### src/verilog/dacx_regs.svh
// Purpose: constants of the doubleword add/count/extract datapath
// Assumes: 32-bit instruction word, 64-bit operands
// Notes:   definitions only
`ifndef DACX_REGS_SVH
`define DACX_REGS_SVH

`define DACX_MAJOR_LSB      26
`define DACX_MAJOR_S        6'h16
`define DACX_ADDU_FUNC      9'h150
`define DACX_CLO_MINOR      10'h12C
`define DACX_CLZ_MINOR      10'h16C
`define DACX_SX_POOL        6'h3C
`define DACX_EXT_FUNC       6'h2C
`define DACX_MSBD_LSB       11
`define DACX_LSB_LSB        6
`define DACX_RT_LSB         21
`define DACX_REL_EXTRACT    2'h2
`define DACX_REL_NEWEST     2'h3
`define DACX_RESULT_RST     64'h0000000000000000

`endif

### src/verilog/dacx_pkg.sv
// Purpose: types of the doubleword add/count/extract datapath
// Assumes: none
// Notes:   constants live in dacx_regs.svh
package dacx_pkg;
    typedef logic [63:0] dacx_word_t;
    typedef logic [31:0] dacx_insn_t;
    typedef logic [1:0]  dacx_rel_t;
    typedef enum logic [4:0] {
        DACX_OP_NONE = 5'h01,
        DACX_OP_ADD  = 5'h02,
        DACX_OP_CLO  = 5'h04,
        DACX_OP_CLZ  = 5'h08,
        DACX_OP_EXT  = 5'h10
    } dacx_op_e;
endpackage

### src/verilog/dacx_decode.sv
// Purpose: instruction decoder for the doubleword datapath
// Assumes: purely combinational, same clock as the caller
// Notes:   unknown encodings decode to none
`timescale 1ns/1ns
`default_nettype none
`include "dacx_regs.svh"
module dacx_decode
    import dacx_pkg::*;
(
    input  wire dacx_pkg::dacx_insn_t insn,
    output var  dacx_pkg::dacx_op_e   op
);
    always_comb begin
        op = DACX_OP_NONE;
        if (insn[31:`DACX_MAJOR_LSB] == `DACX_MAJOR_S) begin
            if (insn[10:0] == {2'h0, `DACX_ADDU_FUNC}) begin
                op = DACX_OP_ADD;                        // [RULE3]
            end else if (insn[5:0] == `DACX_SX_POOL && insn[15:6] == `DACX_CLO_MINOR) begin
                op = DACX_OP_CLO;                        // [RULE5]
            end else if (insn[5:0] == `DACX_SX_POOL && insn[15:6] == `DACX_CLZ_MINOR) begin
                op = DACX_OP_CLZ;
            end else if (insn[5:0] == `DACX_EXT_FUNC) begin
                op = DACX_OP_EXT;
            end
        end
    end
endmodule
`default_nettype wire

### src/verilog/dacx_core.sv
// Purpose: 64-bit add, leading count and field extract datapath
// Assumes: operands already read from the register file
// Notes:   one registered stage, result valid one cycle after issue
//
// Contract
// (RULE1) add wraps modulo two to the 64
// (RULE2) add never traps on overflow
// (RULE3) add decoded by major and function code
// (RULE4) count leading ones, all ones gives 64
// (RULE5) leading-ones decoded by major, minor, pool
// (RULE6) count leading zeros, all zeros gives 64
// (RULE7) newest release traps nonzero second field
// (RULE8) software keeps second field equal destination
// (RULE9) extract field right-justified, zero filled
// (RULE10) size-1 in 15..11, position in 10..6
// (RULE11) software keeps position and size legal
// (RULE12) software picks extract variant by shape
// (RULE13) releases before second trap extract
// (RULE14) every encodable index pair well defined
// (RULE15) counts zero-extended to 64 bits
// (RULE16) single pass, no state between instructions
`timescale 1ns/1ns
`default_nettype none
`include "dacx_regs.svh"
module dacx_core
    import dacx_pkg::*;
(
    input  wire logic                 CLOCK,
    input  wire logic                 RST_N,
    input  wire logic                 ISSUE,
    input  wire dacx_pkg::dacx_insn_t INSN,
    input  wire dacx_pkg::dacx_word_t SRC_A,
    input  wire dacx_pkg::dacx_word_t SRC_B,
    input  wire dacx_pkg::dacx_rel_t  RELEASE,
    output var  dacx_pkg::dacx_word_t RESULT,
    output var  logic                 RESULT_VALID,
    output var  logic                 RESERVED_EXC
);
    import dacx_pkg::*;

    dacx_op_e   op;
    dacx_word_t result_nxt;
    logic       exc_nxt;
    dacx_word_t result_r;
    logic       valid_r;
    logic       exc_r;
    logic [4:0] msbd;
    logic [4:0] lsb;

    dacx_decode u_decode (
        .insn (INSN),
        .op   (op)
    );

    // leading ones of the value; zeros are counted on the inverse
    function automatic logic [6:0] lead_ones(input dacx_word_t v);
        logic [6:0] n;
        logic       run;
        n = 7'h00;
        run = 1'b1;
        for (int i = 63; i >= 0; i--) begin
            run = run & v[i];
            n = n + {6'h00, run};
        end
        return n;
    endfunction

    // field width is at most 32 and start below 32, so no index overflows 63
    function automatic dacx_word_t extract(input dacx_word_t v, input logic [4:0] m, input logic [4:0] l);
        dacx_word_t sh;
        dacx_word_t mask;
        sh = v >> l;
        mask = {32'h0, 32'hFFFFFFFF >> (5'h1F - m)};
        return sh & mask;
    endfunction

    assign msbd = INSN[`DACX_MSBD_LSB +: 5];                   // [RULE10]
    assign lsb  = INSN[`DACX_LSB_LSB +: 5];                    // [RULE10]

    always_comb begin
        result_nxt = `DACX_RESULT_RST;
        exc_nxt = 1'b0;
        case (op)
            DACX_OP_ADD: begin
                result_nxt = SRC_A + SRC_B;                     // [RULE1] [RULE2]
            end
            DACX_OP_CLO: begin
                result_nxt = {57'h0, lead_ones(SRC_A)};         // [RULE4] [RULE15]
                exc_nxt = (RELEASE == `DACX_REL_NEWEST) && (INSN[`DACX_RT_LSB +: 5] != 5'h00); // [RULE7]
            end
            DACX_OP_CLZ: begin
                result_nxt = {57'h0, lead_ones(~SRC_A)};        // [RULE6] [RULE15]
                exc_nxt = (RELEASE == `DACX_REL_NEWEST) && (INSN[`DACX_RT_LSB +: 5] != 5'h00); // [RULE7]
            end
            DACX_OP_EXT: begin
                result_nxt = extract(SRC_A, msbd, lsb);         // [RULE9] [RULE14]
                exc_nxt = (RELEASE < `DACX_REL_EXTRACT);        // [RULE13]
            end
            DACX_OP_NONE: begin
                exc_nxt = 1'b1;
            end
            default: begin
                exc_nxt = 1'b1;
            end
        endcase
        if (exc_nxt) begin
            result_nxt = `DACX_RESULT_RST;
        end
    end

    // result is rebuilt on every issue, nothing carried over
    always_ff @(posedge CLOCK or negedge RST_N) begin
        if (!RST_N) begin
            result_r <= `DACX_RESULT_RST;
        end else begin
            result_r <= ISSUE ? result_nxt : `DACX_RESULT_RST;  // [RULE16]
        end
    end

    always_ff @(posedge CLOCK or negedge RST_N) begin
        if (!RST_N) begin
            valid_r <= 1'b0;
            exc_r   <= 1'b0;
        end else begin
            valid_r <= ISSUE & ~exc_nxt;                        // [RULE16]
            exc_r   <= ISSUE & exc_nxt;
        end
    end

    assign RESULT       = result_r;
    assign RESULT_VALID = valid_r;
    assign RESERVED_EXC = exc_r;

    AST_ADD_WRAP: assert property (@(posedge CLOCK) disable iff (!RST_N) // [RULE1]
        ISSUE && op == DACX_OP_ADD |=> RESULT == $past(SRC_A) + $past(SRC_B))
        else $error("add result wrong");
    AST_ADD_NO_TRAP: assert property (@(posedge CLOCK) disable iff (!RST_N) // [RULE2]
        ISSUE && op == DACX_OP_ADD |=> RESULT_VALID && !RESERVED_EXC)
        else $error("add trapped");
    AST_CLO_ALL: assert property (@(posedge CLOCK) disable iff (!RST_N) // [RULE4]
        ISSUE && op == DACX_OP_CLO && SRC_A == 64'hFFFFFFFFFFFFFFFF && RELEASE != `DACX_REL_NEWEST
        |=> RESULT == 64'h40)
        else $error("all ones not 64");
    AST_CLZ_ALL: assert property (@(posedge CLOCK) disable iff (!RST_N) // [RULE6]
        ISSUE && op == DACX_OP_CLZ && SRC_A == 64'h0 && INSN[25:21] == 5'h00 |=> RESULT == 64'h40)
        else $error("all zeros not 64");
    AST_CLZ_TOP: assert property (@(posedge CLOCK) disable iff (!RST_N) // [RULE6]
        ISSUE && op == DACX_OP_CLZ && SRC_A[63] && INSN[25:21] == 5'h00 |=> RESULT == 64'h0)
        else $error("leading zero count wrong");
    AST_CNT_TRAP: assert property (@(posedge CLOCK) disable iff (!RST_N) // [RULE7]
        ISSUE && (op == DACX_OP_CLO || op == DACX_OP_CLZ) && RELEASE == `DACX_REL_NEWEST
        && INSN[25:21] != 5'h00 |=> RESERVED_EXC && !RESULT_VALID)
        else $error("count field trap missing");
    AST_CNT_RANGE: assert property (@(posedge CLOCK) disable iff (!RST_N) // [RULE15]
        ISSUE && (op == DACX_OP_CLO || op == DACX_OP_CLZ) |=> RESULT <= 64'h40)
        else $error("count out of range");
    AST_EXT_FIELD: assert property (@(posedge CLOCK) disable iff (!RST_N) // [RULE9]
        ISSUE && op == DACX_OP_EXT && RELEASE >= `DACX_REL_EXTRACT && msbd == 5'h07
        |=> RESULT == ($past(SRC_A >> lsb) & 64'h00000000000000FF))
        else $error("extract wrong");
    AST_EXT_OLD: assert property (@(posedge CLOCK) disable iff (!RST_N) // [RULE13]
        ISSUE && op == DACX_OP_EXT && RELEASE < `DACX_REL_EXTRACT |=> RESERVED_EXC)
        else $error("old release extract not trapped");
    AST_EXT_HIGH: assert property (@(posedge CLOCK) disable iff (!RST_N) // [RULE14]
        ISSUE && op == DACX_OP_EXT |=> RESULT[63:32] == 32'h0)
        else $error("extract high bits set");
    AST_IDLE: assert property (@(posedge CLOCK) disable iff (!RST_N) // [RULE16]
        !ISSUE |=> !RESULT_VALID && !RESERVED_EXC && RESULT == 64'h0)
        else $error("output without issue");
    // every issue is answered by exactly one of the two pulses
    AST_ONE_ANSWER: assert property (@(posedge CLOCK) disable iff (!RST_N) // [RULE16]
        ISSUE |=> RESULT_VALID != RESERVED_EXC)
        else $error("issue not answered once");
    AST_CLO_TOP: assert property (@(posedge CLOCK) disable iff (!RST_N) // [RULE4]
        ISSUE && op == DACX_OP_CLO && !SRC_A[63] && INSN[25:21] == 5'h00 |=> RESULT == 64'h0)
        else $error("leading one count wrong");
    AST_UNKNOWN_TRAP: assert property (@(posedge CLOCK) disable iff (!RST_N) // [RULE3]
        ISSUE && op == DACX_OP_NONE |=> RESERVED_EXC && RESULT == 64'h0)
        else $error("unknown encoding not trapped");
    AST_EXC_ZERO: assert property (@(posedge CLOCK) disable iff (!RST_N) // [RULE13]
        RESERVED_EXC |-> RESULT == 64'h0)
        else $error("trap with nonzero result");

    COV_ADD: cover property (@(posedge CLOCK) disable iff (!RST_N) ISSUE && op == DACX_OP_ADD);
    COV_CLO: cover property (@(posedge CLOCK) disable iff (!RST_N) ISSUE && op == DACX_OP_CLO);
    COV_CLZ: cover property (@(posedge CLOCK) disable iff (!RST_N) ISSUE && op == DACX_OP_CLZ);
    COV_EXT: cover property (@(posedge CLOCK) disable iff (!RST_N) ISSUE && op == DACX_OP_EXT);
    COV_EXC: cover property (@(posedge CLOCK) disable iff (!RST_N) RESERVED_EXC);
endmodule
`default_nettype wire

### config.mk
export PLATFORM = sky130hd
export DESIGN_NAME = dacx_core
export DESIGN_NICKNAME = d
export VERILOG_FILES = /design/src/verilog/dacx_pkg.sv /design/src/verilog/dacx_decode.sv /design/src/verilog/dacx_core.sv
export VERILOG_INCLUDE_DIRS = /design/src /design/src/verilog
export SDC_FILE = /design/constraint.sdc
export NUM_CORES = 1
export LEC_CHECK = 0
export BUFFER_PORTS_ARGS = -buffer_cell sky130_fd_sc_hd__buf_2
export CORE_AREA = 2 2 150 152
export CTS_CLUSTER_DIAMETER = 200
export DETAILED_ROUTE_END_ITERATION = 8
export DIE_AREA = 0 0 152 154
export GPL_ROUTABILITY_DRIVEN = 0
export HOLD_SLACK_MARGIN = 0.02
export PLACE_DENSITY = 0.83
export SYNTH_ARGS = -nofsm -noshare
export SYNTH_HDL_FRONTEND = slang
export SYNTH_SLANG_ARGS = --single-unit
### constraint.sdc
create_clock -name CLOCK -period 0.8 [get_ports CLOCK]
set_clock_uncertainty 0.05 [all_clocks]
set_input_delay 0.12 -clock CLOCK [delete_from_list [all_inputs] [get_ports CLOCK]]
set_output_delay 0.12 -clock CLOCK [all_outputs]
set_load 0.01 [all_outputs]
==> results of run 1 <==
==> per-stage QoR <==
step | utilization | hold WS, ns
4_1_cts | 0.884 | 0.117
2_1_floorplan | - | -0.226
3_5_place_dp | 0.793 | 0.113
3_3_place_gp | 0.793 | 0.107
==> cells in the mapped netlist, types with 11 or more instances <==
cell type / count
dfrtp_1: 66
mux4_2: 35
nand2b_1: 12
inv_1: 159
ha_1: 93
a31oi_1: 11
nor2b_1: 15
o21ai_0: 63
buf_1: 12
nand3_1: 29
nor3_1: 40
mux2i_1: 53
xor2_1: 21
a211oi_1: 17
clkbuf_1: 51
a21o_1: 40
xnor2_1: 43
or3_1: 15
nor2_1: 158
or2_2: 13
and3_1: 27
o21a_1: 11
mux2_2: 11
nand2_1: 173
and2_1: 16
nand4_1: 11
nor4_1: 14
a21oi_1: 104
fa_1: 107
o211ai_1: 13
==> cell families after synthesis <==
family,after synthesis,share of synthesized area
and+or+nand+nor,556,0.212
muxes,99,0.114
buffers and inverters,224,0.0672
AOI/OAI and AO/OA,334,0.169
xor gates and xnor gates,64,0.0444
adders and majority gates,200,0.262
DFF,66,0.131
==> timing repair <==
| item | 4_1_cts |
|---|---|
| setup endpoints to repair | 132 |
| endpoints found under the hold margin | 66 |
| hold buffers | 1 |
| setup buffers | 88 |
| resized for setup | 210 |
| pin swaps | 115 |
==> per-layer routing <==
metal / global-route usage / GRT overflow
met5: 0.199 / 0
met4: 0.707 / 5
met3: 0.589 / 1
met2: 0.907 / 5
met1: 0.730 / 0
==> impl_metrics.json, run 1 <==
{
  "status": "stopped before the end",
  "lastStage": "5_1_grt",
  "error": "[ERROR GRT-0116] Global routing finished with congestion. Check the congestion regions in the DRC Viewer.",
  "synth_area_sq_um": 12600,
  "grt_remaining_overflow": 11,
  "synth_nets": 1908,
  "clock_path_buffers": 2,
  "ys_warn_count": 0,
  "rows": 54,
  "synth_area_leader_cell": "fa_1",
  "grt_usage": 0.731,
  "netlist.area_leader.share": 0.170,
  "ys_seq_area_frac": 0.131,
  "ys.flop_type": "dfrtp_1",
  "start_util": 0.582,
  "synth_edf_count": 0,
  "syn_avg_cell_area_sq_um": 8.18,
  "die_w_um": 152,
  "ios": 231,
  "place_area_sq_um": 17200,
  "dp_slack_ns": -8.57,
  "portBuffers": 225,
  "yosys-top-cells-area": "fa_1 17%, dfrtp_1 13%, ha_1 9.2%",
  "clkSinkCount": 66,
  "ys_async_sr_fraction": 1.00,
  "ctsHtreeMaxLevel": 3,
  "cts_buffers": 9,
  "clock-root-buffer": "clkbuf_16",
  "die_h_um": 154,
  "grt_max_degree": 67,
  "grt_pass1_wl_mm": 129,
  "ys_types": 72,
  "placed_cells": 2408,
  "first_global_vias": 21300,
  "ys_ff_latch": 66,
  "syn_inst": 1543,
  "dp_hpwl_mm": 42.6
}
==> run 2: changes to the inputs <==
Settings changed: CORE_AREA 2 2 150 152 to 2 2 181 183, CTS_CLUSTER_DIAMETER 200 to default, DIE_AREA 0 0 152 154 to 0 0 183 185, HOLD_SLACK_MARGIN 0.02 to default, PLACE_DENSITY 0.83 to default, PLACE_DENSITY_LB_ADDON from default to 0.15.
==> run 2 against run 1 <==
The flow now finishes, with violations (setup timing); synthesized cell count did not move; area after synthesis is the same.
==> impl_metrics.json, run 2 <==
{
  "syn_inst": 1543,
  "hold_class": "input port to register",
  "status": "finished with violations",
  "portBuffers": 225,
  "critPathMaxStageDelay_ns": 0.56,
  "crit_path_top_delay_cell": "fa_1",
  "clock_path_buffers": 2,
  "synth_area_sq_um": 12600,
  "peakVddDrop_mv": 0.689,
  "clkTransAtPathRegs_ns": 0.06,
  "num_vias": 14700,
  "core_sq_um": 32000,
  "tns_ns": -186.24,
  "worstSetupStartpointType": "input port",
  "leakage_nw": 10.2,
  "grt_use_met1": 0.391,
  "layout_common_cells": "466 x buf_4, 208 x buf_2, 162 x nand2_1",
  "grt_usage": 0.308,
  "die_h_um": 185,
  "viasPerCell": 5.53,
  "ys.flop_type": "dfrtp_1",
  "ant_nets": 0,
  "required_ns": 0.99,
  "synth_edf_count": 0,
  "synthTopCellsByCount": "173 x nand2_1, 159 x inv_1, 158 x nor2_1",
  "start_util": 0.394,
  "ys_types": 72,
  "path_class": "input port to register",
  "cts_buffers": 9,
  "drc": 0,
  "clock-root-buffer": "clkbuf_16",
  "final_common_cell": "buf_4",
  "hold_ws_ns": 0.0753,
  "dr.pass1.iters": 6,
  "ys_ff_latch": 66,
  "p_per_area_nw_per_um2": 880,
  "die_area_sq_um": 33900,
  "synth_area_leader_cell": "fa_1",
  "drv_cap": 0,
  "slew_headroom": 0.509,
  "finalSetupViolCount": 132,
  "grt_remaining_overflow": 0,
  "grt_util_met3": 0.0438,
  "synth_nets": 1908,
  "fin_crit_ns": 8.96,
  "grt_max_degree": 67,
  "syn_avg_cell_area_sq_um": 8.18,
  "place_area_sq_um": 17600,
  "violations": "setup timing",
  "fin_cells": 2648,
  "ys_seq_area_frac": 0.131,
  "final_area_sq_um": 19900,
  "top_register": "RESULT",
  "netlist.area_leader.share": 0.170,
  "layout-area-overhead-vs-synth_pct": 57.9,
  "cp.arrival_ns": 9.14,
  "diodes": 0,
  "yosys-top-cells-area": "fa_1 17%, dfrtp_1 13%, ha_1 9.2%",
  "grt_pass1_wl_mm": 80.2,
  "die_w_um": 183,
  "drv_slew": 0,
  "drive_gt1_frac": 0.454,
  "timing.final.ws_setup_ns": -8.16,
  "drt_wl_total_mm": 52.4,
  "fin_crit_sh": 11.2,
  "dp_hpwl_mm": 41.9,
  "cts_tree": "built",
  "fin_nets": 2601,
  "clkSinkCount": 66,
  "finalHoldViolCount": 0,
  "ys_warn_count": 0,
  "fill_cells": 2768,
  "worst_slew_pin_slew_ns": 0.737,
  "largest_register_ffs": 64,
  "critPathCaptureType": "register",
  "worst_path_most_repeated_cell": "fa_1",
  "gr-max-usage-layer": "met2",
  "antenna_found_initial": 0,
  "placed_cells": 2564,
  "synth_most_common_cell": "nand2_1",
  "fmax_mhz": 112,
  "rsz0062_at_grt": "true",
  "ys_async_sr_fraction": 1.00,
  "rows": 66,
  "ctsHtreeMaxLevel": 3,
  "grt_use_met2": 0.527,
  "wl_per_cell_um": 19.8,
  "first_global_vias": 14800,
  "ios": 231,
  "worst-path-max-fanout": 2,
  "drt_iter0_drc": 1117
}
[run 2: cell counts after synthesis]
Identical to the previous run, type by type.
[run 2: path summary, 6_finish.rpt]
| check | startpoint | to | slack (ns) | cells after the start |
|---|---|---|---|---|
| worst min-delay path | ISSUE | RESERVED_EXC$_DFF_PN0_ | 0.08 | 3 |
| worst max-delay path | SRC_A[61] | RESULT[4]$_DFF_PN0_ | -8.16 | 34 |
| min in group asynchronous | RST_N | RESULT[40]$_DFF_PN0_ | 0.27 | 3 |
| max in group asynchronous | RST_N | RESULT[9]$_DFF_PN0_ | 0.11 | 3 |
[run 2: layer usage]
metal / up-vias / routed length (um) / share of wire
li1: 6801 / - / -
met1: 7161 / 21400 / 0.41
met2: 578 / 25300 / 0.48
met3: 116 / 3510 / 0.067
met4: 0 / 2310 / 0.044
met5: - / 0 / 0
[run 2: what timing repair did]
| action | in CTS | in global routing |
|---|---|---|
| resized for setup | 250 | 74 |
| hold endpoints to repair | 66 | 0 |
| hold buffers | 1 | 0 |
| setup buffers | 61 | 17 |
| cloned | 1 | 0 |
| pin swaps | 150 | 103 |
| endpoints found under the setup margin | 132 | 132 |
[run 2: through the flow]
stage          power (mW)  setup WS, ns   util
6_report             17.5         -8.16  0.622
5_1_grt              18.3         -8.49  0.622
4_1_cts              17.0         -8.04  0.610
3_5_place_dp         11.5         -8.53  0.548
3_3_place_gp         11.4         -8.30  0.548
2_1_floorplan        7.52         -8.20      -
[run 2: cell families (layout without fill, tap and decap cells)]
| kind of cell | Yosys count | count (layout) | synth area share |
|---|---|---|---|
| AO/OA/AOI/OAI | 334 | 334 | 0.169 |
| XOR/XNOR | 64 | 64 | 0.0444 |
| adder cells (fa/ha/maj) | 200 | 200 | 0.262 |
| buffers and inverters | 224 | 921 | 0.0672 |
| flip-flops | 66 | 66 | 0.131 |
| multiplexers | 99 | 99 | 0.114 |
| AND/OR/NAND/NOR | 556 | 556 | 0.212 |
[run 2: area by class of cell]
type	instances	area, sq um	share of cell area
Inverter	160	606	0.0304
Multi-Input combinational cell	1253	11400	0.572
Clock inverter	2	35.0	0.00176
Tap cell	408	510	0.0256
Clock buffer	13	270	0.0136
Timing Repair Buffer	746	5460	0.274
Sequential cell	66	1650	0.0829
[run 2: report_power, final]
part           switching [mW]  total [mW]  internal, mW
Combinational            4.99        9.93          4.95
Clock                    1.60        4.24          2.65
Sequential           0.000552        3.34          3.34
[run 2: worst max-delay path, delay by kind of cell]
family	cells	cell delay, ns
and+or+nand+nor	13	3.46
AOI/OAI and AO/OA	3	0.50
adders and majority gates	10	4.35
xor gates and xnor gates	1	0.11
buffers and inverters	7	0.62
Power figures use the tool's default switching activity.
==> run 3: changes to the inputs <==
Clock period 0.8 ns to 9.78 ns, I/O delays scaled along.
==> run 3 against run 2 <==
The run still ends with setup timing left; combinational power fell by 95%; via count fell by 12%; die area did not move; critical path type unchanged; final area fell by 21%; worst hold slack improved by 1.2 ns.
==> impl_metrics.json, run 3 (same netlist as run 2, synthesis figures left out) <==
{
  "die_area_sq_um": 33900,
  "ctsHtreeMaxLevel": 3,
  "rows": 66,
  "dr.pass1.iters": 6,
  "path_class": "input port to register",
  "slew_headroom": 0.149,
  "core_sq_um": 32000,
  "drt_wl_total_mm": 46.1,
  "grt_max_degree": 68,
  "diodes": 0,
  "clock_path_buffers": 2,
  "first_global_vias": 12900,
  "finalHoldViolCount": 0,
  "viasPerCell": 5.62,
  "fin_crit_ns": 10.17,
  "rsz0062_at_grt": "true",
  "critPathCaptureType": "register",
  "largest_register_ffs": 64,
  "grt_pass1_wl_mm": 71.3,
  "cts_hold_buf": 0,
  "final_common_cell": "buf_2",
  "register_area_sq_um": 1650,
  "drc": 0,
  "worst_slew_pin_slew_ns": 1.26,
  "crit_path_top_delay_cell": "fa_2",
  "critPathMaxStageDelay_ns": 0.55,
  "required_ns": 9.94,
  "die_w_um": 183,
  "clock-root-buffer": "clkbuf_16",
  "fin_crit_sh": 1.04,
  "fin_util": 0.489,
  "fmax_mhz": 98.3,
  "p_total_mw": 1.12,
  "timing.final.ws_setup_ns": -0.391,
  "drv_cap": 0,
  "status": "finished with violations",
  "top_register": "RESULT",
  "worst-path-max-fanout": 3,
  "wl_per_cell_um": 20.1,
  "violations": "setup timing",
  "dp_slack_ns": -0.911,
  "hold_ws_ns": 1.25,
  "layout-area-overhead-vs-synth_pct": 24.2,
  "cts_tree": "built",
  "ant_nets": 0,
  "dp_hpwl_mm": 38.1,
  "worst_path_most_repeated_cell": "fa_1",
  "clkTransAtPathRegs_ns": 0.06,
  "ios": 231,
  "antenna_found_initial": 1,
  "portBuffers": 225,
  "num_vias": 12900,
  "leakage_nw": 8.14,
  "grt_usage": 0.275,
  "p_per_area_nw_per_um2": 71.5,
  "multi_input_area_sq_um": 10200,
  "layout_common_cells": "223 x buf_2, 173 x nand2_1, 173 x buf_4",
  "worstSetupStartpointType": "input port",
  "finalSetupViolCount": 6,
  "grt_remaining_overflow": 0,
  "clkSinkCount": 66,
  "fin_nets": 2253,
  "cp.arrival_ns": 10.33,
  "start_util": 0.394,
  "peakVddDrop_mv": 0.0727,
  "fill_cells": 3192,
  "drt_iter0_drc": 1044,
  "drive_gt1_frac": 0.270,
  "die_h_um": 185,
  "tns_ns": -1.91,
  "drv_slew": 0,
  "hold_class": "input port to asynchronous set/reset pin",
  "cts_buffers": 9
}
run 3: metrics by stage:
stage | cells | area, sq um
finish | 2301 | 15700
global route | 2301 | 15700
CTS | 2299 | 15600
detailed placement | 2259 | 15100
global placement | 2259 | 15100
floorplan | 1543 | 12600
run 3: per-layer routing:
layer / vias up / global-route usage / routed length (um)
met1: 6258 / 0.360 / 19500
li1: 6106 / - / -
met2: 472 / 0.458 / 21800
met4: 2 / 0.0966 / 1530
met3: 83 / 0.0492 / 3350
met5: - / 0 / 11
run 3: worst paths after layout:
| kind | start | to | cells after the start |
|---|---|---|---|
| worst max-delay path | SRC_A[63] | RESULT[3]$_DFF_PN0_ | 31 |
| worst min-delay path | RST_N | RESULT[44]$_DFF_PN0_ | 2 |
| max in group asynchronous | RST_N | RESULT[14]$_DFF_PN0_ | 2 |
| min in group CLOCK | ISSUE | RESERVED_EXC$_DFF_PN0_ | 2 |
run 3: report_power, final:
group | switching [mW] | internal [mW]
registers | 0.0000331 | 0.273
logic | 0.313 | 0.221
clock network | 0.136 | 0.177
total | 0.449 | 0.671
run 3: area by class of cell:
| class | count | share of cell area |
|---|---|---|
| clock inverters | 5 | 0.00192 |
| repair buffers | 398 | 0.156 |
| inverters | 160 | 0.0383 |
| clock buffers | 11 | 0.0155 |
| multi-input cells | 1253 | 0.651 |
| flip-flops and latches | 66 | 0.105 |
| well taps | 408 | 0.0326 |
run 3: critical path: cells and delay by family:
family                     cells  cell delay (ns)
adders and majority gates      9             4.07
and+or+nand+nor               12             3.23
AOI/OAI and AO/OA              4             0.88
buffers and inverters          5             0.51
xor gates and xnor gates       1             0.16
run 3: repair_timing:
item                                    in CTS  in global routing
gates resized for setup                     13                 14
endpoints found under the setup margin       6                  7
pin swaps                                   14                 24
buffers inserted                            24                  2
==> run 4: changes to the inputs <==
Settings changed: ABC_AREA from default to 1, CORE_AREA 2 2 181 183 to 2 2 180 182, DIE_AREA 0 0 183 185 to 0 0 182 184.
==> run 4 against run 3 <==
The flow still finishes with violations (setup timing); worst setup slack worse by 0.46 ns; total power shrank 3.4%; routed wire length grew 1.2%; critical path depth up 27; non-clock buffer count rose by 67; cell count increased by 11%; combinational power shrank 12%; clock power increased by 7.7%; count of clock-buffer cells in the layout up 1; area after synthesis is 1.2% lower; final area increased by 4.7%; critical endpoint is now RESULT[5]$_DFF_PN0_; largest cell class unchanged.
==> impl_metrics.json, run 4 <==
{
  "start_util": 0.397,
  "ant_nets": 0,
  "clkTransAtPathRegs_ns": 0.07,
  "worst_slew_pin_slew_ns": 0.925,
  "violations": "setup timing",
  "clock_path_buffers": 2,
  "drt_wl_total_mm": 46.7,
  "combPwrFrac": 0.436,
  "status": "finished with violations",
  "die_h_um": 184,
  "viasPerCell": 5.27,
  "dp_hpwl_mm": 38.5,
  "switching_share": 0.406,
  "cts_tree": "built",
  "timing.final.ws_setup_ns": -0.852,
  "syn_inst": 1741,
  "crit_path_top_delay_cell": "fa_1",
  "cp.arrival_ns": 10.81,
  "grt_remaining_overflow": 0,
  "placed_cells": 2436,
  "clock-root-buffer": "clkbuf_16",
  "synth_area_leader_cell": "fa_1",
  "p_seq_frac": 0.252,
  "grt_usage": 0.278,
  "fin_util": 0.523,
  "largest_register_ffs": 64,
  "final_common_cell": "nand2_1",
  "p_total_mw": 1.08,
  "synth_nets": 2106,
  "ys.flop_type": "dfrtp_1",
  "fin_crit_sh": 1.09,
  "first_global_vias": 12900,
  "drv_cap": 0,
  "ctsHtreeMaxLevel": 3,
  "layout_common_cells": "307 x nand2_1, 296 x inv_1, 240 x buf_4",
  "power_switching_mw": 0.439,
  "yosys-top-cells-area": "fa_1 17%, dfrtp_1 13%, inv_1 9.4%",
  "tns_ns": -4.56,
  "die_w_um": 182,
  "drc": 0,
  "ys_async_sr_fraction": 1.00,
  "fin_crit_ns": 10.63,
  "slew_headroom": 0.382,
  "ys_types": 48,
  "fin_nets": 2523,
  "synth_area_sq_um": 12500,
  "synth_edf_count": 0,
  "syn_avg_cell_area_sq_um": 7.16,
  "drt_iter0_drc": 1139,
  "leakage_nw": 8.93,
  "core_sq_um": 31400,
  "intPower_mw": 0.644,
  "num_vias": 13500,
  "portBuffers": 225,
  "peakVddDrop_mv": 0.0859,
  "p_per_area_nw_per_um2": 66.0,
  "worst_path_most_repeated_cell": "buf_4",
  "ys_ff_latch": 66,
  "ys_seq_area_frac": 0.133,
  "top_register": "RESULT",
  "grt_pass1_wl_mm": 71.2,
  "grt_max_degree": 68,
  "drv_slew": 0,
  "critPathMaxStageDelay_ns": 0.58,
  "rows": 65,
  "worst-path-max-fanout": 4,
  "drive_gt1_frac": 0.282,
  "path_class": "input port to register",
  "die_area_sq_um": 33500,
  "wl_per_cell_um": 18.2,
  "dp_slack_ns": -1.44,
  "netlist.area_leader.share": 0.172,
  "cts_buffers": 9,
  "ys_warn_count": 0,
  "clkSinkCount": 66,
  "finalHoldViolCount": 0,
  "finalSetupViolCount": 7,
  "ios": 231,
  "diodes": 0,
  "hold_class": "input port to asynchronous set/reset pin",
  "rsz0062_at_grt": "true",
  "critPathCaptureType": "register",
  "cts_hold_buf": 0,
  "dr.pass1.iters": 7,
  "clkPwrFrac": 0.311,
  "synth_most_common_cell": "inv_1",
  "fmax_mhz": 94.1,
  "fin_cells": 2565,
  "worstSetupStartpointType": "input port",
  "synthTopCellsByCount": "311 x inv_1, 308 x nand2_1, 185 x o21ai_0",
  "layout-area-overhead-vs-synth_pct": 31.7,
  "antenna_found_initial": 0,
  "required_ns": 9.96
}
[run 4: cell types whose count changed after synthesis, sizes merged, moves of 13 or more]
cell   change
inv      +155
o21ai    +142
nand2    +134
a21oi     +37
a21o      -36
mux4      -35
and3      -28
xnor2     -24
nand4     +22
nor3      -22
or3       -16
and2      -15
nor2b     -15
nor4      -13
[run 4: worst paths after layout]
check / cells after the start / from / slack [ns] / endpoint
worst max-delay path: 58 / SRC_A[63] / -0.85 / RESULT[5]$_DFF_PN0_
worst min-delay path: 2 / RST_N / 1.24 / RESULT[42]$_DFF_PN0_
max in group asynchronous: 2 / RST_N / 7.84 / RESULT[10]$_DFF_PN0_
min in group CLOCK: 3 / ISSUE / 1.28 / RESERVED_EXC$_DFF_PN0_
[run 4: timing repair]
action,CTS,global route
buffers inserted,88,27
gates resized for setup,35,49
pin swaps,16,25
setup endpoints to repair,7,7
[run 4: metal layers]
| metal | global-route usage | part of all wire |
|---|---|---|
| met5 | 0 | 0 |
| met4 | 0.0703 | 0.028 |
| met3 | 0.0317 | 0.063 |
| met2 | 0.478 | 0.48 |
| met1 | 0.372 | 0.43 |
[run 4: layout make-up]
type | instances | area [sq um]
clock inverters | 4 | 51.3
clock buffers | 12 | 246
fillers | 3056 | 15000
multi-input cells | 1301 | 9790
flip-flops and latches | 66 | 1650
inverters | 315 | 1190
repair buffers | 465 | 2970
well taps | 402 | 503
[run 4: power by group through the flow]
stage | Combinational, mW | Clock, mW | Sequential (mW)
2_1_floorplan | 0.283 | 0 | 0.279
3_3_place_gp | 0.447 | 0 | 0.278
3_5_place_dp | 0.450 | 0 | 0.278
4_1_cts | 0.456 | 0.343 | 0.273
5_1_grt | 0.521 | 0.358 | 0.273
6_report | 0.472 | 0.337 | 0.273
[run 4: through the flow]
stage               instance area, sq um  hold WS [ns]
floorplan                          12600          1.12
global placement                   14900          1.64
detailed placement                 14900          1.65
CTS                                16000          1.27
global route                       16400          1.28
finish                             16400          1.24
[run 4: cells by family (layout without fill, tap and decap cells)]
family	Yosys count	in the layout	share of synthesized area
compound gates	435	435	0.193
fa+ha+maj	200	200	0.265
simple gates	577	577	0.226
xor+xnor	29	29	0.0204
flops	66	66	0.133
buf+inv	374	796	0.114
mux	60	60	0.0483
[run 4: worst max-delay path: cells and delay by family]
kind	cells	cell delay (ns)
AOI/OAI and AO/OA	6	0.72
adders and majority gates	9	4.35
buffers and inverters	31	3.41
and+or+nand+nor	12	0.89
